File: config.mk
export PLATFORM = sky130hd
export DESIGN_NAME = fcs_sequencer
export DESIGN_NICKNAME = d
export VERILOG_FILES = /design/src/rtl/fcs_pkg.sv /design/src/rtl/fcs_sequencer.sv
export SDC_FILE = /design/constraint.sdc
export NUM_CORES = 1
export LEC_CHECK = 0
export ABC_AREA = 0
export BUFFER_PORTS_ARGS = -buffer_cell sky130_fd_sc_hd__buf_2
export CAP_MARGIN = 20
export CORE_UTILIZATION = 25
export CTS_CLUSTER_DIAMETER = 100
export CTS_CLUSTER_SIZE = 8
export DETAILED_ROUTE_END_ITERATION = 8
export GPL_TIMING_DRIVEN = 0
export PLACE_DENSITY = 0.49
export SLEW_MARGIN = 20
export SYNTH_ARGS = -nofsm -noshare
export SYNTH_HDL_FRONTEND = slang
export SYNTH_SLANG_ARGS = --single-unit
File: constraint.sdc
create_clock -name aclk -period 7 [get_ports aclk]
set_input_delay 1.75 -clock aclk [delete_from_list [all_inputs] [get_ports aclk]]
set_output_delay 1.75 -clock aclk [all_outputs]
set_load 0.01 [all_outputs]
File: src/rtl/fcs_pkg.sv
// Package for the floppy command sequencer: register map, opcodes, result codes,
// timing counts, bus carriers and the sequencer's state record.
// Assumes a 100 MHz aclk and an AXI4-Lite master with 8-bit byte addresses.
package fcs_pkg;
   // Register byte offsets
   localparam logic [7:0] OFF_DATA = 8'h00;       // Command bytes in, result bytes out
   localparam logic [7:0] OFF_MAIN_STATUS = 8'h04; // Flow-control status, read only
   localparam logic [7:0] OFF_INT_STATUS = 8'h08;  // Sticky events, write one to clear
   localparam logic [7:0] OFF_INT_MASK = 8'h0c;    // Interrupt enables
   // Main status bit positions
   localparam int MSR_RQM = 7;   // Ready for a data byte
   localparam int MSR_DIO = 6;   // Direction: result byte waiting
   localparam int MSR_BUSY = 4;  // Command in progress
   // Event bit positions
   localparam int EV_SEEK_END = 0;
   localparam int EV_RESULT = 1;
   localparam logic [1:0] INT_MASK_RESET = 2'h0;
   // Opcodes; format and lock carry option bits outside the matched field
   localparam logic [4:0] OP_FORMAT = 5'h0d;
   localparam logic [6:0] OP_LOCK = 7'h14;
   localparam logic [7:0] OP_RECAL = 8'h07;
   localparam logic [7:0] OP_SENSE_INT = 8'h08;
   localparam logic [7:0] OP_SPECIFY = 8'h03;
   localparam logic [7:0] OP_SEEK = 8'h0f;
   localparam logic [7:0] OP_CONFIGURE = 8'h13;
   localparam logic [7:0] OP_DUMPREG = 8'h0e;
   localparam logic [7:0] OP_PERP = 8'h12;
   localparam logic [7:0] OP_SENSE_DRIVE = 8'h04;
   // Result codes and lengths
   localparam logic [7:0] ST0_INVALID = 8'h80;
   localparam logic [7:0] ST0_SEEK_END = 8'h20;
   localparam logic [3:0] LEN_DUMPREG = 4'hb;
   localparam logic [3:0] LEN_FORMAT = 4'h7;
   // AXI response codes
   localparam logic [1:0] RESP_OKAY = 2'h0;
   localparam logic [1:0] RESP_SLVERR = 2'h2;
   // Head step spacing: least time, rounded up to whole cycles
   localparam int CLK_PERIOD_NS = 10;
   localparam int STEP_PERIOD_NS = 3000;
   localparam int STEP_CYCLES = (STEP_PERIOD_NS + CLK_PERIOD_NS - 1) / CLK_PERIOD_NS;
   localparam logic [8:0] STEP_RELOAD = 9'(STEP_CYCLES - 1);

   typedef enum logic [2:0] {PH_IDLE, PH_PARAM, PH_EXEC, PH_STEP, PH_FMT, PH_RESULT} fcs_phase_t;
   typedef enum logic [3:0] {CMD_INVALID, CMD_FORMAT, CMD_RECAL, CMD_SENSE_INT, CMD_SPECIFY, CMD_SEEK,
                             CMD_CONFIGURE, CMD_DUMPREG, CMD_PERP, CMD_LOCK, CMD_SENSE_DRIVE} fcs_cmd_t;

   // Master to slave
   typedef struct packed {
      logic awvalid;
      logic [7:0] awaddr;
      logic wvalid;
      logic [31:0] wdata;
      logic [3:0] wstrb;
      logic bready;
      logic arvalid;
      logic [7:0] araddr;
      logic rready;
   } fcs_axi_req_t;
   // Slave to master
   typedef struct packed {
      logic awready;
      logic wready;
      logic bvalid;
      logic [1:0] bresp;
      logic arready;
      logic rvalid;
      logic [31:0] rdata;
      logic [1:0] rresp;
   } fcs_axi_rsp_t;
   // Drive interface, inputs and outputs
   typedef struct packed {
      logic track0;
      logic write_protect;
   } fcs_drive_in_t;
   typedef struct packed {
      logic step;
      logic dir;          // 1 steps inward
      logic head_select;
      logic [1:0] drive_select;
   } fcs_drive_out_t;

   // Whole state of the sequencer
   typedef struct packed {
      fcs_phase_t phase;
      fcs_cmd_t cmd;
      logic [7:0] opbyte;
      logic [2:0] pidx;
      logic [4:0][7:0] params;
      logic [1:0] drv;
      logic head;
      logic [7:0] target;
      logic recal;
      logic [3:0][7:0] present_cylinder_number;
      logic [8:0] step_cnt;
      logic step;
      logic dir;
      logic seek_pend;
      logic [7:0] st0_seek;
      logic [1:0] seek_drv;
      logic [10:0][7:0] res;
      logic [3:0] res_len;
      logic [3:0] res_idx;
      logic [7:0] srt_hut;
      logic [7:0] hlt_nd;
      logic [7:0] eot_sc;
      logic [7:0] perp;
      logic [7:0] cfg;
      logic [7:0] precomp_start_track;
      logic lock;
      logic [9:0] fmt_cnt;
      logic [1:0] int_status;
      logic [1:0] int_mask;
      logic bvalid;
      logic [1:0] bresp;
      logic rvalid;
      logic [1:0] rresp;
      logic [7:0] rdata;
   } fcs_state_t;
endpackage : fcs_pkg

File: src/rtl/fcs_sequencer.sv
// Floppy command sequencer: command, execution and result phases behind an
// AXI4-Lite register port, with head stepping toward one of four drives.
// Assumes a single 100 MHz clock, synchronous drive inputs, one master.
`timescale 1ns/10ps
module fcs_sequencer (
   input wire logic aclk,
   input wire logic aresetn,
   input wire fcs_pkg::fcs_axi_req_t axi_req,
   output fcs_pkg::fcs_axi_rsp_t axi_rsp,
   input wire fcs_pkg::fcs_drive_in_t drive_in,
   output fcs_pkg::fcs_drive_out_t drive_out,
   output logic irq
);
   fcs_pkg::fcs_state_t st;       // Registered state
   fcs_pkg::fcs_state_t next_st;  // Next state
   logic wr_take;                 // Write address and data taken together
   logic rd_take;                 // Read address taken
   logic host_byte_ok;            // Sequencer wants a data byte
   logic data_wr;                 // Byte written into the data register
   logic data_rd;                 // Result byte popped

   // Opcode to command; shared by the byte decode and the assertions
   function automatic fcs_pkg::fcs_cmd_t fcs_decode(input logic [7:0] b);
      fcs_pkg::fcs_cmd_t c;
      c = fcs_pkg::CMD_INVALID;
      if (b[4:0] == fcs_pkg::OP_FORMAT && b[7] == 1'b0 && b[5] == 1'b0) begin
         c = fcs_pkg::CMD_FORMAT;
      end else if (b[6:0] == fcs_pkg::OP_LOCK) begin
         c = fcs_pkg::CMD_LOCK;
      end else begin
         case (b)
            fcs_pkg::OP_RECAL: c = fcs_pkg::CMD_RECAL;
            fcs_pkg::OP_SENSE_INT: c = fcs_pkg::CMD_SENSE_INT;
            fcs_pkg::OP_SPECIFY: c = fcs_pkg::CMD_SPECIFY;
            fcs_pkg::OP_SEEK: c = fcs_pkg::CMD_SEEK;
            fcs_pkg::OP_CONFIGURE: c = fcs_pkg::CMD_CONFIGURE;
            fcs_pkg::OP_DUMPREG: c = fcs_pkg::CMD_DUMPREG;
            fcs_pkg::OP_PERP: c = fcs_pkg::CMD_PERP;
            fcs_pkg::OP_SENSE_DRIVE: c = fcs_pkg::CMD_SENSE_DRIVE;
            default: c = fcs_pkg::CMD_INVALID;
         endcase
      end
      return c;
   endfunction : fcs_decode

   // Parameter bytes that follow the opcode
   function automatic logic [2:0] fcs_param_count(input fcs_pkg::fcs_cmd_t c);
      logic [2:0] n;
      case (c)
         fcs_pkg::CMD_FORMAT: n = 3'd5;
         fcs_pkg::CMD_CONFIGURE: n = 3'd3;
         fcs_pkg::CMD_SEEK, fcs_pkg::CMD_SPECIFY: n = 3'd2;
         fcs_pkg::CMD_RECAL, fcs_pkg::CMD_PERP, fcs_pkg::CMD_SENSE_DRIVE: n = 3'd1;
         default: n = 3'd0;
      endcase
      return n;
   endfunction : fcs_param_count

   // Bus handshakes; write waits for both channels so they pair naturally
   assign wr_take = axi_req.awvalid & axi_req.wvalid & ~st.bvalid;
   assign rd_take = axi_req.arvalid & ~st.rvalid;
   assign host_byte_ok = (st.phase == fcs_pkg::PH_IDLE) | (st.phase == fcs_pkg::PH_PARAM) |
                         (st.phase == fcs_pkg::PH_FMT);
   assign data_wr = wr_take & (axi_req.awaddr == fcs_pkg::OFF_DATA) & axi_req.wstrb[0] & host_byte_ok;
   assign data_rd = rd_take & (axi_req.araddr == fcs_pkg::OFF_DATA) & (st.phase == fcs_pkg::PH_RESULT);

   // Slave outputs; ready terms are combinational, data comes from flops
   assign axi_rsp.awready = wr_take;
   assign axi_rsp.wready = wr_take;
   assign axi_rsp.bvalid = st.bvalid;
   assign axi_rsp.bresp = st.bresp;
   assign axi_rsp.arready = rd_take;
   assign axi_rsp.rvalid = st.rvalid;
   assign axi_rsp.rdata = {24'h000000, st.rdata};
   assign axi_rsp.rresp = st.rresp;
   assign drive_out.step = st.step;
   assign drive_out.dir = st.dir;
   assign drive_out.head_select = st.head;
   assign drive_out.drive_select = st.drv;
   assign irq = |(st.int_status & st.int_mask);

   // All next-state logic
   always_comb begin
      logic [1:0] ev;      // Events raised this cycle
      logic [1:0] w1c;     // Status bits cleared by software
      logic [7:0] pc;      // Cylinder of the selected drive
      ev = 2'h0;
      w1c = 2'h0;
      pc = st.present_cylinder_number[st.drv];
      next_st = st;
      next_st.step = 1'b0;

      // Write response channel
      if (st.bvalid && axi_req.bready) begin
         next_st.bvalid = 1'b0;
      end
      if (wr_take) begin
         next_st.bvalid = 1'b1;
         next_st.bresp = fcs_pkg::RESP_OKAY;
         case (axi_req.awaddr)
            fcs_pkg::OFF_DATA, fcs_pkg::OFF_MAIN_STATUS: begin
               // Data byte handled by the phase logic; status is read only
            end
            fcs_pkg::OFF_INT_STATUS: begin
               if (axi_req.wstrb[0]) w1c = axi_req.wdata[1:0];
            end
            fcs_pkg::OFF_INT_MASK: begin
               if (axi_req.wstrb[0]) next_st.int_mask = axi_req.wdata[1:0];
            end
            default: next_st.bresp = fcs_pkg::RESP_SLVERR;
         endcase
      end

      // Read channel; data register pops only while results wait
      if (st.rvalid && axi_req.rready) begin
         next_st.rvalid = 1'b0;
      end
      if (rd_take) begin
         next_st.rvalid = 1'b1;
         next_st.rresp = fcs_pkg::RESP_OKAY;
         next_st.rdata = 8'h00;
         case (axi_req.araddr)
            fcs_pkg::OFF_DATA: begin
               if (st.phase == fcs_pkg::PH_RESULT) next_st.rdata = st.res[st.res_idx];
            end
            fcs_pkg::OFF_MAIN_STATUS: begin
               next_st.rdata[fcs_pkg::MSR_RQM] = host_byte_ok | (st.phase == fcs_pkg::PH_RESULT);
               next_st.rdata[fcs_pkg::MSR_DIO] = (st.phase == fcs_pkg::PH_RESULT);
               next_st.rdata[fcs_pkg::MSR_BUSY] = (st.phase != fcs_pkg::PH_IDLE);
            end
            fcs_pkg::OFF_INT_STATUS: next_st.rdata = {6'h00, st.int_status};
            fcs_pkg::OFF_INT_MASK: next_st.rdata = {6'h00, st.int_mask};
            default: next_st.rresp = fcs_pkg::RESP_SLVERR;
         endcase
      end

      // Command sequencing
      case (st.phase)
         fcs_pkg::PH_IDLE: begin
            if (data_wr) begin
               next_st.opbyte = axi_req.wdata[7:0];
               next_st.cmd = fcs_decode(axi_req.wdata[7:0]);
               next_st.pidx = 3'd0;
               if (fcs_decode(axi_req.wdata[7:0]) == fcs_pkg::CMD_INVALID) begin
                  next_st.res = '0;
                  next_st.res[0] = fcs_pkg::ST0_INVALID;
                  next_st.res_len = 4'd1;
                  next_st.res_idx = 4'd0;
                  next_st.phase = fcs_pkg::PH_RESULT;
                  ev[fcs_pkg::EV_RESULT] = 1'b1;
               end else if (fcs_param_count(fcs_decode(axi_req.wdata[7:0])) == 3'd0) begin
                  next_st.phase = fcs_pkg::PH_EXEC;
               end else begin
                  next_st.phase = fcs_pkg::PH_PARAM;
               end
            end
         end
         fcs_pkg::PH_PARAM: begin
            // Parameter bytes land in order; the last one starts execution
            if (data_wr) begin
               next_st.params[st.pidx] = axi_req.wdata[7:0];
               next_st.pidx = 3'(st.pidx + 3'd1);
               if (3'(st.pidx + 3'd1) == fcs_param_count(st.cmd)) next_st.phase = fcs_pkg::PH_EXEC;
            end
         end
         fcs_pkg::PH_EXEC: begin
            next_st.phase = fcs_pkg::PH_IDLE;
            next_st.res = '0;
            next_st.res_idx = 4'd0;
            case (st.cmd)
               fcs_pkg::CMD_FORMAT: begin
                  next_st.drv = st.params[0][1:0];
                  next_st.head = st.params[0][2];
                  next_st.eot_sc = st.params[2];
                  next_st.fmt_cnt = {st.params[2], 2'b00};
                  next_st.phase = fcs_pkg::PH_FMT;
               end
               fcs_pkg::CMD_RECAL, fcs_pkg::CMD_SEEK: begin
                  next_st.drv = st.params[0][1:0];
                  next_st.head = (st.cmd == fcs_pkg::CMD_SEEK) & st.params[0][2];
                  next_st.target = st.params[1];
                  next_st.recal = (st.cmd == fcs_pkg::CMD_RECAL);
                  next_st.step_cnt = fcs_pkg::STEP_RELOAD;
                  next_st.phase = fcs_pkg::PH_STEP;
               end
               fcs_pkg::CMD_SENSE_INT: begin
                  // Status then cylinder, once per finished seek
                  if (st.seek_pend) begin
                     next_st.res[0] = st.st0_seek;
                     next_st.res[1] = st.present_cylinder_number[st.seek_drv];
                     next_st.res_len = 4'd2;
                     next_st.seek_pend = 1'b0;
                  end else begin
                     next_st.res[0] = fcs_pkg::ST0_INVALID;
                     next_st.res_len = 4'd1;
                  end
                  next_st.phase = fcs_pkg::PH_RESULT;
               end
               fcs_pkg::CMD_SPECIFY: begin
                  next_st.srt_hut = st.params[0];
                  next_st.hlt_nd = st.params[1];
               end
               fcs_pkg::CMD_CONFIGURE: begin
                  next_st.cfg = st.params[1];
                  next_st.precomp_start_track = st.params[2];
               end
               fcs_pkg::CMD_DUMPREG: begin
                  next_st.res[3:0] = st.present_cylinder_number;
                  next_st.res[4] = st.srt_hut;
                  next_st.res[5] = st.hlt_nd;
                  next_st.res[6] = st.eot_sc;
                  next_st.res[7] = {st.lock, 1'b0, st.perp[5:2], st.perp[1], 1'b0};
                  next_st.res[8] = {7'h00, st.perp[0]};
                  next_st.res[9] = st.cfg;
                  next_st.res[10] = st.precomp_start_track;
                  next_st.res_len = fcs_pkg::LEN_DUMPREG;
                  next_st.phase = fcs_pkg::PH_RESULT;
               end
               fcs_pkg::CMD_PERP: next_st.perp = st.params[0];
               fcs_pkg::CMD_LOCK: begin
                  next_st.lock = st.opbyte[7];
                  next_st.res[0] = {3'b000, st.opbyte[7], 4'h0};
                  next_st.res_len = 4'd1;
                  next_st.phase = fcs_pkg::PH_RESULT;
               end
               fcs_pkg::CMD_SENSE_DRIVE: begin
                  next_st.res[0] = {1'b0, drive_in.write_protect, 1'b1, drive_in.track0, 1'b1,
                                    st.params[0][2], st.params[0][1:0]};
                  next_st.res_len = 4'd1;
                  next_st.phase = fcs_pkg::PH_RESULT;
               end
               default: next_st.phase = fcs_pkg::PH_IDLE;
            endcase
            if (next_st.phase == fcs_pkg::PH_RESULT) ev[fcs_pkg::EV_RESULT] = 1'b1;
         end
         fcs_pkg::PH_STEP: begin
            // One step pulse per spacing interval keeps the drive mechanics happy
            if (st.step_cnt != 9'd0) begin
               next_st.step_cnt = 9'(st.step_cnt - 9'd1);
            end else if ((st.recal && drive_in.track0) || (!st.recal && pc == st.target)) begin
               if (st.recal) next_st.present_cylinder_number[st.drv] = 8'h00;
               next_st.seek_pend = 1'b1;
               next_st.st0_seek = fcs_pkg::ST0_SEEK_END | {5'h00, st.head, st.drv};
               next_st.seek_drv = st.drv;
               ev[fcs_pkg::EV_SEEK_END] = 1'b1;
               next_st.phase = fcs_pkg::PH_IDLE;
            end else begin
               next_st.step = 1'b1;
               next_st.dir = !st.recal && (st.target > pc);
               next_st.present_cylinder_number[st.drv] = next_st.dir ? 8'(pc + 8'd1) : 8'(pc - 8'd1);
               next_st.step_cnt = fcs_pkg::STEP_RELOAD;
            end
         end
         fcs_pkg::PH_FMT: begin
            // Four ID bytes per sector, then seven results
            if (st.fmt_cnt == 10'd0) begin
               next_st.res = '0;
               next_st.res[0] = {5'h00, st.head, st.drv};
               next_st.res_len = fcs_pkg::LEN_FORMAT;
               next_st.res_idx = 4'd0;
               next_st.phase = fcs_pkg::PH_RESULT;
               ev[fcs_pkg::EV_RESULT] = 1'b1;
            end else if (data_wr) begin
               next_st.fmt_cnt = 10'(st.fmt_cnt - 10'd1);
            end
         end
         fcs_pkg::PH_RESULT: begin
            if (data_rd) begin
               next_st.res_idx = 4'(st.res_idx + 4'd1);
               if (4'(st.res_idx + 4'd1) == st.res_len) next_st.phase = fcs_pkg::PH_IDLE;
            end
         end
         default: next_st.phase = fcs_pkg::PH_IDLE;
      endcase

      // Sticky events; a new event beats a clear in the same cycle
      next_st.int_status = (st.int_status & ~w1c) | ev;
   end

   // State register with synchronous reset
   always_ff @(posedge aclk) begin
      if (!aresetn) begin
         st <= '0;
         st.phase <= fcs_pkg::PH_IDLE;
         st.cmd <= fcs_pkg::CMD_INVALID;
         st.int_mask <= fcs_pkg::INT_MASK_RESET;
      end else begin
         st <= next_st;
      end
   end
endmodule : fcs_sequencer

* Yosys cells after proc, flatten, opt, wreduce, memory -nomap -nowiden
Memories as Yosys holds them, arrays and structs flattened.
Index checks and enable logic that the tools add are counted.
** Word-level totals
- Memories kept :: 3
- Register bits after elaboration :: 291
- ROM bits :: 384
- Logic and storage cells :: 300
- Output and inout bits :: 47
** Memory list
- (name not given) :: depth 32, width 4, rd ports 1, clocked after Yosys merged registers in 0, write ports 0, RTL line fcs_sequencer.sv:31 : case (b)
- (name not given) :: depth 32, width 4, rd ports 1, clocked after Yosys merged registers in 0, write ports 0, RTL line fcs_sequencer.sv:31
- (name not given) :: depth 32, width 4, rd ports 1, clocked after Yosys merged registers in 0, write ports 0, RTL line fcs_sequencer.sv:31
** Cells by class
- Reductions and logical operators :: 59
- Equal/unequal tests :: 51
- Add/sub/neg operators :: 6
- $lt $le $gt $ge :: 7
- Bitwise gates (word level) :: 26
- Multiplexer cells :: 97
** Operators by type and width (count)
- 2-to-1 mux 96 bit :: 3
- case mux 92 bit (3 select lines) :: 1
- 2-to-1 mux 72 bit :: 1
- 2-to-1 mux 32 bit :: 2
- 2-to-1 mux 8 bit :: 8
- 2-to-1 mux 4 bit :: 15
- case mux 12 bit (4 select lines) :: 1
- 2-to-1 mux 3 bit :: 15
- 2-to-1 mux 11 bit :: 4
- 2-to-1 mux 43 bit :: 1
- bitwise mux 40 bit :: 1
- bitwise AND 32 bit :: 1
- binary-select mux 8 bit (select 2 bit) :: 2
- binary-select mux 8 bit (select 4 bit) :: 1
- bitwise mux 32 bit :: 1
- equality test 8 x 4 -> 1 bit (second input constant) :: 4
- NOT 32 bit :: 1
- 2-to-1 mux 10 bit :: 3
- equality test 4 x 3 -> 1 bit (second input constant) :: 7
- demux 8 bit (select 3 bit) :: 1
- case mux 3 bit (4 select lines) :: 2
- equality test 4 bit (second input constant) :: 5
- case mux 10 bit (2 select lines) :: 1
- 2-to-1 mux 18 bit :: 1
- other kinds (67) :: 164

* Depth between registers and ports, before layout
Gate-level depths: netlist of run 1.
- Word-level depth :: 22
- Mapped depth :: 17
- Mapped depth without buffers :: 16

* Least setup slack after synthesis of run 1
OpenSTA, ideal clock, no wires.
- Path kind :: reg2reg
- Start :: register st (netlist bit drive_out[0])
- End :: register st[202] (netlist bit)
- Setup time :: 0.079 ns
- Period minus slack after synthesis :: 4.259 ns
- Data arrival time :: 4.180 ns
- Stages on the path, launching flop included :: 17
- Required time :: 6.921 ns
- Setup slack :: 2.741 ns
- Cells stage by stage :: dfxtp_1 > clkbuf_1 > clkbuf_1 > mux4_2 > inv_1 > ha_1 > nor2b_1 > o21a_1 > o21ai_0 > a21o_1 > ha_1 > and3b_1 > a2bb2oi_1 > a31oi_1 > or3_1 > and2_1 > o211ai_1
** Between the ends
- Word-level cells in the longest chain between the ends :: 8
- Elaborated cells between the ends (all ways) :: 22
** Ends and longest elaborated chain
- from (decl) :: RTL line fcs_sequencer.sv:14 : fcs_pkg::fcs_state_t st;
- from (signal assigned) :: RTL line fcs_sequencer.sv:288 : st <= next_st;
- branches (longest 8 deep; another with > comparator 8 bit)
Several ways; the timed one is not identified. The select of a mux whose other input is x is not followed.
A chain may end at the register's enable or synchronous reset.

* Worst setup path in the final report of run 1
- Start :: register st (netlist bit drive_out[0])
- End :: register st[226] (netlist bit)
The elaborated chain is that of the path after synthesis.

==> results of run 1 <==
layer usage:
layer	wire, µm	GRT usage [%]	vias to the layer above
li1	-	-	5813
met1	21600	24.7	6056
met2	22800	29.8	421
met3	3210	2.47	82
met4	1390	5.88	0
met5	0	0	-
where the power goes:
part	internal, µW	switching [µW]	leakage [µW]	total, µW
Sequential	1460	1.48	0.00205	1460
Combinational	33.5	79.8	0.00275	113
Clock	952	644	0.000476	1600
Total	2440	725	0.00528	3170
final cells by class:
class / instances / share of cell area, %
plain buffers: 164 / 5.57
well taps: 680 / 5.55
clock inverters: 1 / 0.106
multi-input cells: 1125 / 46.6
clock buffers: 39 / 6.23
repair buffers: 54 / 1.78
inverters: 35 / 0.858
flip-flops and latches: 255 / 33.3
registers in the layout, indices dropped and copies added (netlist names):
register   flops
drive_out      5
axi_rsp       12
st           238
stage by stage:
step | instances | hold slack [ns] | cell area (µm²)
final | 2353 | 0.457 | 15300
after global routing | 2353 | 0.479 | 15300
after CTS | 2353 | 0.459 | 15300
after detailed placement | 2313 | 0.452 | 14300
after global placement | 2312 | 0.442 | 14300
after floorplan | 1579 | 0.432 | 13200
cell usage after synthesis, drive strengths merged (5+ instances only):
cell type  instances  area share [%]
o31ai              8            0.46
ha                22             2.1
clkbuf            79             2.3
nor3              24            0.99
nand2            180             5.2
nand3             89             3.4
buf               85             4.2
a221oi            11            0.74
a21o               6            0.34
nand3b             7            0.40
o41ai              7            0.47
o22ai             16            0.76
nor2b             11            0.53
and2               9            0.45
o21ai             41             1.6
or4                9            0.57
inv               34            0.97
o21a               6            0.34
a31oi              9            0.43
dfxtp            255              39
a22oi             81             4.6
a211oi             8            0.46
nor3b              5            0.29
nor2             143             4.1
a21oi            184             7.1
nand4             10            0.48
nor4b              5            0.33
nor4              12            0.83
or3                8            0.38
nand2b            12            0.57
mux2i             60             4.6
o211ai            11            0.63
mux4              29             5.0
or2                9            0.43
final timing paths:
| path | startpoint | end | slack (ns) | depth (start not counted) |
|---|---|---|---|---|
| setup / recovery | drive_out[0] | st[226] | 1.68 | 16 |
| hold / removal | axi_rsp[8] | axi_rsp[8] | 0.46 | 2 |
| setup reg to reg | drive_out[0] | st[226] | 1.68 | 16 |
| hold reg to reg | axi_rsp[8] | axi_rsp[8] | 0.46 | 2 |
cells by family after synthesis:
kind of cell | after synthesis | synth area share (%)
AO/OA/AOI/OAI | 423 | 20.5
XOR/XNOR | 7 | 0.573
adder cells (fa/ha/maj) | 23 | 2.25
buffers and inverters | 199 | 7.51
flip-flops | 255 | 39.0
multiplexers | 93 | 9.91
other | 1 | 0.0286
AND/OR/NAND/NOR | 553 | 20.3
critical path: stages (launching register included):
cell and delay [ns]:
sky130_fd_sc_hd__dfxtp_1 0.36, sky130_fd_sc_hd__clkbuf_1 0.47, sky130_fd_sc_hd__clkbuf_1 0.62, sky130_fd_sc_hd__mux4_2 0.65, sky130_fd_sc_hd__inv_1 0.15, sky130_fd_sc_hd__ha_1 0.25
sky130_fd_sc_hd__nor2b_1 0.13, sky130_fd_sc_hd__o21a_1 0.15, sky130_fd_sc_hd__o21ai_0 0.16, sky130_fd_sc_hd__a21o_1 0.38, sky130_fd_sc_hd__ha_1 0.34, sky130_fd_sc_hd__and3b_1 0.20
sky130_fd_sc_hd__a2bb2oi_1 0.29, sky130_fd_sc_hd__a31oi_1 0.17, sky130_fd_sc_hd__o21ai_0 0.45, sky130_fd_sc_hd__and2_1 0.28, sky130_fd_sc_hd__o211ai_1 0.12
==> results.md, run 1 <==
- The flow ran to the end, and the final reports show no timing, DRC or antenna violations.
- Setup violations remaining at the end of the flow were counted as 0.
- Entering global routing, the biggest net connects 12 pins.
- After global routing the overflow that remains totals 0.
- The fraction of registers with async set/reset is 0%.
- The leakage power is 0.00528 µW.
- Dividing total power by cell area gives a power density of 207 mW/mm².
- The number of H-tree levels is 2.
- The wire length of the first global-routing pass is 74.0 mm.
- The final count of pins violating max slew is 0.
- In this run the vertical extent of the chip is 231 µm.
- The number of violations reported at the end of detailed-routing iteration 0 is 1137.
- The filler cells instantiated in the layout total 5527.
- The via count of the first global-routing pass is ~12000.
- Hold repair after CTS inserted 0 buffers.
- Setup repair after global routing left no endpoint under its margin.
- The effective utilization at floorplan is 25.4%.
- The final count of hold timing violations was 0.
- The endpoint required time on the critical path is between 7 and 8 ns.
- The routed design has 49.0 mm of wire.
- After detailed routing, the average wire length per cell comes to 20.8 µm.
- The final setup slack of the worst path is approximately 1.7 ns.
- The cell sitting at the root of the clock tree is a sky130_fd_sc_hd__clkbuf_16.
- The mapped cell area is 0.0131 mm².
- Input and output buffers added on the ports amount to 53.
- The tightest min-delay check is of the reg -> reg type.
- For the pin with the worst max-slew slack, the measured transition is roughly 1.1 ns.
- The synthesized design contains 255 register bits.
- The core region is approximately 0.052 mm².
- The period utilization is 76.1%.
- The worst IR drop on VDD is 0.117 mV.
- The first TritonRoute pass finished after 6 iterations.
- After clock tree synthesis, the clock-pin slew on the worst setup and hold paths is 0.05 ns.
- For this block, the via count after detailed routing is 12372.
- The library cell used most frequently in the layout, excluding fill and tap cells, is sky130_fd_sc_hd__dfxtp_1.
- The count of inserted antenna diode cells is 0.
- Measured on the finished design, the core utilization comes to between 20 and 30%.
- The area occupied by registers is 0.00510 mm².
- The number of buffers added for setup after CTS is 0.
- The worst setup path is captured at a flip-flop.
- The floorplan has 83 rows.
- Subtracting the final worst setup slack from the clock period gives 5.32 ns.
- The die span in x is 231 µm.
- The remaining number of nets flagged by the antenna check after routing is 0.
- The total negative slack is 0 ns.
- The cell count after synthesis is 1554.
- The part of the Yosys area used for sequential elements is 39.0%.
- The Yosys step of the flow raised 0 warnings.
- The final layout contains 1756 nets.
- Buffers inserted during clock tree synthesis total 37.
- Headroom to the max-slew limit came out at 25.6%.
- The clock latency reported for the late side of the worst-skew pair is 0.53 ns.
- The average via count per standard cell is 5.26.
- The die covers around 0.053 mm².
- Once the clock tree was built, the resizer swapped 0 gates to a different size.
- After detailed routing, the number of remaining DRC violations is 0.
- The data arrival time of the critical path is 5.74 ns.
- The footprint of the multi-input gates is 0.00713 mm².
- For this run, the total global-route usage over all layers was measured as 18.3%.
- The path type of the worst setup path is reg -> reg.
- Counting every sink on the clock net gives 255.
- STA classifies the critical path startpoint as a flip-flop.
- The maximum buffer depth of the clock tree is 3.
- In this run the worst path has a maximum fanout of 11.
- In the layout the commonest cells are 255 x sky130_fd_sc_hd__dfxtp_1, 183 x sky130_fd_sc_hd__a21oi_1, 180 x sky130_fd_sc_hd__nand2_1.
- The worst slack after detailed placement is 1.76 ns.
- The design draws 3170 µW.
- A synthesized cell averages 8.43 µm².
- The growth of design area from synthesis to finish is 16.9%.
- The HPWL after detailed placement is ~37 mm.
- Across the routed clock network, the largest skew measured is 0.0202 ns.
- Of the cells placed in the final design, the portion with a size suffix greater than 1 is 13.2%.
- The initial antenna violation count is 0.
- In the synthesized netlist the dominant register cell turns out to be sky130_fd_sc_hd__dfxtp_1.
- At the end of routability-driven placement, the weighted congestion stood at between 0.9 and 1.
- The tool flagged a number of max-cap violations equal to 0.
- The count of boundary I/O pins is approximately 110.
- The number of synthesized flops with an enable pin is 0.
- The maximum operating frequency is between 0.15 and 0.2 GHz.
- The number of different library cells used by synthesis comes to 88.
- TritonCTS built the clock tree.
(Power assumes the default switching activity.)
==> run 2: changes to the inputs <==
clock period = 5.2 ns   (was 7 ns; I/O delays follow)
==> results.md, run 2 (synthesis gave the netlist of run 1 again) <==
- The floorplan row count was 83 (unchanged).
- The final core area utilization is 29.7% (about the same).
- The count of final setup violators is 0 (unchanged).
- The worst min-delay path class is reg -> reg (unchanged).
- The average routed wire per standard cell was 20.8 µm (about the same).
- The overall track demand over capacity in global routing is 18.3% (unchanged).
- The kind of capture point of the worst setup path is a flip-flop (unchanged).
- The number of buffers added on ports is 53 (unchanged).
- The maximum operating frequency is 0.207 GHz (was 0.188 GHz).
- The initial antenna violation count is 0 (unchanged).
- The share of layout cells above drive strength 1 was 13.4% (was 13.2%).
- The path type of the worst setup path is reg -> reg (unchanged).
- The via count of the first global-routing pass came to 11669 (unchanged).
- The count of boundary I/O pins was 108 (unchanged).
- The commonest non-fill, non-tap cell in the layout is sky130_fd_sc_hd__dfxtp_1 (unchanged).
- The HPWL after detailed placement is 36.7 mm (unchanged).
- The remaining global-route overflow is 0 (unchanged).
- Commonest cells after routing, fill and taps aside: 255 x sky130_fd_sc_hd__dfxtp_1, 183 x sky130_fd_sc_hd__a21oi_1, 180 x sky130_fd_sc_hd__nand2_1 (unchanged).
- The instance count after placement with tap cells included is 2313 (unchanged).
- The effective utilization at floorplan was 25.4% (unchanged).
- The count of inserted antenna diode cells came to 0 (unchanged).
- The data arrival time of the critical path came to 5.25 ns (was 5.74 ns).
- The measured slew at the worst slew-check pin came to 1.09 ns (was 1.10 ns).
- The launching instance or port of the critical path was drive_out[0] (unchanged).
- The remaining number of nets flagged by the antenna check after routing is 0 (unchanged).
- The maximum cell stage delay along the critical path is 0.61 ns (was 0.65 ns).
- The power per standard cell area was 278 mW/mm² (was 207 mW/mm²).
- The die outline height is 231 µm (unchanged).
- The die outline area is 0.0533 mm² (unchanged).
- The routed wire length is 49.1 mm (was 49.0 mm).
- The average via count per standard cell was 5.26 (unchanged).
- The minimum period implied by the final worst setup slack came to 4.84 ns (was 5.32 ns).
- The root buffer cell is sky130_fd_sc_hd__clkbuf_16 (unchanged).
- The TritonCTS clock tree is yes (unchanged).
- The final routed DRC violation total was 0 (unchanged).
- The pin count of the biggest net entering global routing is 12 (unchanged).
- The total negative slack is 0 ns (unchanged).
- The number of iterations in the first detailed-routing pass is 7 (was 6).
- The worst hold slack is 0.457 ns (about the same).
- The setup skew after layout was 0.0199 ns (was 0.0202 ns).
- The maximum fanout along the worst path is 11 (unchanged).
- The standard cell core area is 0.0515 mm² (unchanged).
- The worst-case headroom to the max-slew limit is 26.5% (was 25.6%).
- The count of hold-fix buffers inserted at cts is 0 (unchanged).
- The number of nets in the layout was 1756 (unchanged).
- The number of violations reported at the end of detailed-routing iteration 0 is 1145 (was 1137).
- The number of max-capacitance violations reported is 0 (unchanged).
- The final count of pins violating max slew is 0 (unchanged).
- The total number of vias is 12372 (unchanged).
- The endpoint required time on the critical path is 5.61 ns (was 7.41 ns).
- The worst slack after detailed placement is -0.0375 ns (was 1.76 ns).
- The period utilization is 93.1% (was 76.1%).
- The flip-flop count of the largest register after layout is 238 (unchanged).
- The leakage power is 0.00529 µW (was 0.00528 µW).
- The die span in x is 231 µm (unchanged).
- The last weighted congestion value of the routability-driven placer was 0.945 (unchanged).
- The number of CTS-inserted buffers came to 37 (unchanged).
- The total number of clock tree sinks was 255 (unchanged).
- The final setup slack of the worst path came to 0.360 ns (was 1.68 ns).
- The number of H-tree levels is 2 (unchanged).
- The final count of hold timing violations is 0 (unchanged).
- The register ranked first by flip-flop count is st (unchanged).
- Unrepaired setup endpoints after global routing: false (unchanged).
- Cell Chain, Critical Path: clkbuf_2 > clkbuf_2 > mux4_2 > inv_1 > ha_1 > nor2b_1 > o21a_1 > o21ai_0 > a21o_1 > ha_1 > and3b_1 > a2bb2oi_1 > a31oi_1 > o21ai_0 > and2_1 > o211ai_1 (was clkbuf_1 > clkbuf_1 > mux4_2 > inv_1 > ha_1 > nor2b_1 > o21a_1 > o21ai_0 > a21o_1 > ha_1 > and3b_1 > a2bb2oi_1 > a31oi_1 > o21ai_0 > and2_1 > o211ai_1).
- The launching element type of the critical path is a flip-flop (unchanged).
- The highest-delay cell along the critical path is sky130_fd_sc_hd__mux4_2 (unchanged).
- The worst IR drop on VDD is 0.157 mV (was 0.117 mV).
- Outcome: complete, no violations (unchanged).
- The maximum buffer depth of the clock tree came to 3 (unchanged).
- The growth of design area from synthesis to finish is 16.9% (about the same).
- The number of standard cells in the layout, taps in and fillers out came to 2353 (unchanged).
- The origin of the worst min-delay path is axi_rsp[8] (unchanged).
- The clock-pin slew on the worst setup and hold paths is 0.05 ns (about the same).
- The clock latency reported for the late side of the worst-skew pair is 0.53 ns (about the same).
- The critical register-to-register path startpoint was drive_out[0] (unchanged).
- The wire length of the first global-routing pass came to 74.0 mm (unchanged).
-- run 2: cell count changes in the layout (fill, tap and decap cells not counted) --
cell,before,now
sky130_fd_sc_hd__clkbuf_2,0,3
sky130_fd_sc_hd__clkbuf_1,80,78
sky130_fd_sc_hd__a21boi_0,2,1
sky130_fd_sc_hd__a21boi_1,0,1
sky130_fd_sc_hd__buf_1,16,15
-- run 2: layout make-up --
type	instances	area (µm²)
tap	680	851
clock inverter	1	16.3
fill	5527	36200
inverter	35	131
buffer	164	857
multi-input combinational	1125	7130
timing repair buffer	54	273
sequential	255	5100
clock buffer	39	955
-- run 2: layer usage --
metal  track usage, %  up-vias  wire, µm
met4             5.88        0      1390
met2             29.8      428     22800
li1                 -     5810         -
met5                0        -         0
met3             2.47       81      3170
met1             24.7     6053     21700
-- run 2: stage by stage --
stage | instance area [µm²] | power [µW]
3_5_place_dp | 14300 | 2150
2_1_floorplan | 13200 | 2080
3_3_place_gp | 14300 | 2150
5_1_grt | 15300 | 4390
4_1_cts | 15300 | 4290
6_report | 15300 | 4270
-- run 2: timing repair --
action	4_1_cts	5_1_grt
setup endpoints to repair	9	12
pin swaps	0	0
cloned	0	0
buffers inserted	0	0
resized for setup	1	4
-- run 2: critical path: cells and delay by family, from the launching register on --
kind | cells | cell delay (ns)
buffers and inverters | 3 | 0.81
AOI/OAI and AO/OA | 7 | 1.71
and+or+nand+nor | 3 | 0.61
muxes | 1 | 0.61
adders and majority gates | 2 | 0.59
DFF | 1 | 0.36
-- run 2: final timing paths --
path	endpoint	slack, ns	depth (start not counted)
max reg2reg	st[226]	0.36	16
max	st[226]	0.36	16
min reg2reg	axi_rsp[8]	0.46	2
min	axi_rsp[8]	0.46	2
-- run 2: power breakdown --
group	leakage, µW	internal (µW)	switching, µW
logic	0.00276	45.1	108
registers	0.00205	1960	2.00
clock network	0.000476	1280	868
total	0.00529	3290	978
==> run 3: changes to the inputs <==
--- a/config.mk
+++ b/config.mk
@@ -13,5 +13,4 @@
 export CTS_CLUSTER_SIZE = 8
 export DETAILED_ROUTE_END_ITERATION = 8
-export GPL_TIMING_DRIVEN = 0
 export PLACE_DENSITY = 0.49
 export SLEW_MARGIN = 20
==> constraint.sdc (replaced) <==
create_clock -name aclk -period 5.2 [get_ports aclk]
set_input_delay 0.52 -clock aclk [delete_from_list [all_inputs] [get_ports aclk]]
set_output_delay 0.52 -clock aclk [all_outputs]
set_load 0.01 [all_outputs]
==> results.md, run 3 (synthesis gave the netlist of run 1 again) <==
- The count of final setup violators was 0 (unchanged).
- The average routed wire per standard cell is 19.1 µm (was 20.8 µm).
- The maximum cell stage delay along the critical path is 0.60 ns (was 0.61 ns).
- The die outline height was 231 µm (unchanged).
- The number of buffers added for setup after CTS is 0 (unchanged).
- The measured slew at the worst slew-check pin is 1.06 ns (was 1.09 ns).
- The maximum buffer depth of the clock tree came to 3 (unchanged).
- Cell Chain, Critical Path: buf_4 > mux4_2 > inv_1 > ha_1 > nand4_1 > o211ai_1 > o211ai_1 > a21o_1 > inv_1 > fa_1 > nor2b_1 > o21a_1 > o21a_1 > o21ai_0 > a21boi_0 > o41ai_1 (was clkbuf_2 > clkbuf_2 > mux4_2 > inv_1 > ha_1 > nor2b_1 > o21a_1 > o21ai_0 > a21o_1 > ha_1 > and3b_1 > a2bb2oi_1 > a31oi_1 > o21ai_0 > and2_1 > o211ai_1).
- The die outline area is 0.0533 mm² (unchanged).
- The pin count of the biggest net entering global routing is 102 (was 12).
- The HPWL after detailed placement came to 28.0 mm (was 36.7 mm).
- The final routed DRC violation total is 0 (unchanged).
- The share of total power consumed by net switching is 22.2% (was 22.9%).
- The maximum operating frequency came to 0.218 GHz (was 0.207 GHz).
- The post-detailed-placement cell area came to 0.0137 mm² (was 0.0143 mm²).
- The growth of design area from synthesis to finish is 11.5% (was 16.9%).
- The family of cells with the greatest summed delay on the critical path is compound AO/OA/AOI/OAI gates (unchanged).
- The remaining global-route overflow is 0 (unchanged).
- The number of standard cells in the layout, taps in and fillers out was 2205 (was 2353).
- The footprint of the multi-input gates is 0.00719 mm² (was 0.00713 mm²).
- The launching element type of the critical path was a flip-flop (unchanged).
- The highest-delay cell along the critical path is sky130_fd_sc_hd__dfxtp_1 (was sky130_fd_sc_hd__mux4_2).
- The number of H-tree levels is 2 (unchanged).
- The final count of pins violating max slew is 0 (unchanged).
- The root buffer cell was sky130_fd_sc_hd__clkbuf_16 (unchanged).
- The flip-flop count of the largest register after layout is 238 (unchanged).
- The leakage power is 0.00493 µW (was 0.00529 µW).
- The internal power contribution is 3240 µW (was 3290 µW).
- The number of violations reported at the end of detailed-routing iteration 0 was 910 (was 1145).
- The initial antenna violation count came to 0 (unchanged).
- The overall track demand over capacity in global routing is 15.5% (was 18.3%).
- The count of boundary I/O pins was 108 (unchanged).
- The clock network power share is 50.4% (about the same).
- The count of instances resized after the clock tree is built is 0 (was 1).
- The setup skew after layout is 0.0213 ns (was 0.0199 ns).
- The number of nets in the layout is 1608 (was 1756).
- The final count of hold timing violations is 0 (unchanged).
- The switching component of the power is 925 µW (was 978 µW).
- The routed wire length is 42.1 mm (was 49.1 mm).
- The effective utilization at floorplan was 25.4% (unchanged).
- The worst-case headroom to the max-slew limit came to 29.4% (was 26.5%).
- The worst slack after detailed placement is 0.640 ns (was -0.0375 ns).
- The count of inserted antenna diode cells is 0 (unchanged).
- The number of iterations in the first detailed-routing pass was 5 (was 7).
- The total number of clock tree sinks is 255 (unchanged).
- The fill cell total of the finished layout is 5521 (was 5527).
- The share of layout cells above drive strength 1 is 11.4% (was 13.4%).
- The number of max-capacitance violations reported is 0 (unchanged).
- The data arrival time of the critical path was 4.95 ns (was 5.25 ns).
- The final cell area excluding filler cells is 0.0146 mm² (was 0.0153 mm²).
- The kind of capture point of the worst setup path is a flip-flop (unchanged).
- The area occupied by registers is 0.00510 mm² (unchanged).
- Unrepaired setup endpoints after global routing: false (unchanged).
- The count of hold-fix buffers inserted at cts came to 0 (unchanged).
- The TritonCTS clock tree was yes (unchanged).
- The standard cell core area is 0.0515 mm² (unchanged).
- The relative contribution of sequential cells to total power is 47.1% (was 46.0%).
- The average via count per standard cell came to 5.19 (was 5.26).
- Commonest cells after routing, fill and taps aside: 255 x sky130_fd_sc_hd__dfxtp_1, 183 x sky130_fd_sc_hd__a21oi_1, 180 x sky130_fd_sc_hd__nand2_1 (unchanged).
- Outcome: complete, no violations (unchanged).
- The power per standard cell area is 285 mW/mm² (was 278 mW/mm²).
- The endpoint required time on the critical path is 5.56 ns (was 5.61 ns).
- The number of buffers added on ports is 54 (was 53).
- The clock-pin slew on the worst setup and hold paths came to 0.05 ns (about the same).
- The clock latency reported for the late side of the worst-skew pair was 0.51 ns (was 0.53 ns).
- The number of CTS-inserted buffers is 37 (unchanged).
- The worst IR drop on VDD is 0.168 mV (was 0.157 mV).
- The register ranked first by flip-flop count is st (unchanged).
- The remaining number of nets flagged by the antenna check after routing is 0 (unchanged).
- The instance count after placement with tap cells included came to 2165 (was 2313).
- The worst min-delay path class is in -> reg (was reg -> reg).
- The path type of the worst setup path is reg -> reg (unchanged).
- The total negative slack is 0 ns (unchanged).
- The commonest non-fill, non-tap cell in the layout is sky130_fd_sc_hd__dfxtp_1 (unchanged).
- The die span in x is 231 µm (unchanged).
- The critical path buffer and inverter count is 3 (unchanged).
- The period utilization came to 88.2% (was 93.1%).
- The minimum period implied by the final worst setup slack is 4.59 ns (was 4.84 ns).
- The wire length of the first global-routing pass is 64.4 mm (was 74.0 mm).
- The floorplan row count is 83 (unchanged).
- The maximum fanout along the worst path came to 12 (was 11).
- The last weighted congestion value of the routability-driven placer came to 0.850 (was 0.945).
- The combinational share of power is 2.5% (was 3.6%).
- The worst hold slack is 0.288 ns (was 0.457 ns).
- The final setup slack of the worst path is 0.615 ns (was 0.360 ns).
- The via count of the first global-routing pass is 10714 (was 11669).
- The total number of vias is 11439 (was 12372).
==> run 3: cell types whose count changed in the layout (fill, tap and decap cells not counted), sizes merged <==
cell    before  now
clkbuf     119   38
inv         34   36
buf        138   70
clkinv       2    1
==> run 3: through the flow <==
step / util, % / power (µW)
2_1_floorplan: - / 2080
3_3_place_gp: 26.5 / 2100
3_5_place_dp: 26.5 / 2110
4_1_cts: 28.4 / 4210
5_1_grt: 28.4 / 4300
6_report: 28.4 / 4160
==> run 3: layer usage <==
metal	track usage, %	part of all wire [%]	vias up
li1	-	-	5493
met1	20.6	46	5554
met4	6.83	4.2	0
met2	24.9	46	306
met3	2.05	4.4	86
met5	0	0	-
==> run 3: final timing paths <==
kind	start	end	slack, ns	depth (start not counted)
max	drive_out[0]	st[209]	0.61	16
min	axi_req[0]	axi_rsp[34]	0.29	3
max reg2reg	drive_out[0]	st[209]	0.61	16
min reg2reg	axi_rsp[3]	axi_rsp[3]	0.45	2
==> run 3: power groups by stage <==
stage	combinational (µW)	clock, µW	sequential, µW
global route	113	2220	1960
detailed placement	104	0	2000
CTS	104	2150	1960
finish	104	2100	1960
global placement	103	0	2000
floorplan	81.2	0	2000
==> run 3: final cells by class <==
cell class | instances | area share (%)
clock buffer | 38 | 6.36
tap | 680 | 5.82
clock inverter | 2 | 0.120
multi-input combinational | 1125 | 49.2
timing repair buffer | 70 | 2.67
inverter | 35 | 0.933
sequential | 255 | 34.9
==> run 3: tightest hold or removal path, stage by stage <==
cell and delay (ns):
sky130_fd_sc_hd__buf_2 0.08, sky130_fd_sc_hd__nand2b_1 0.09, sky130_fd_sc_hd__a21oi_1 0.05
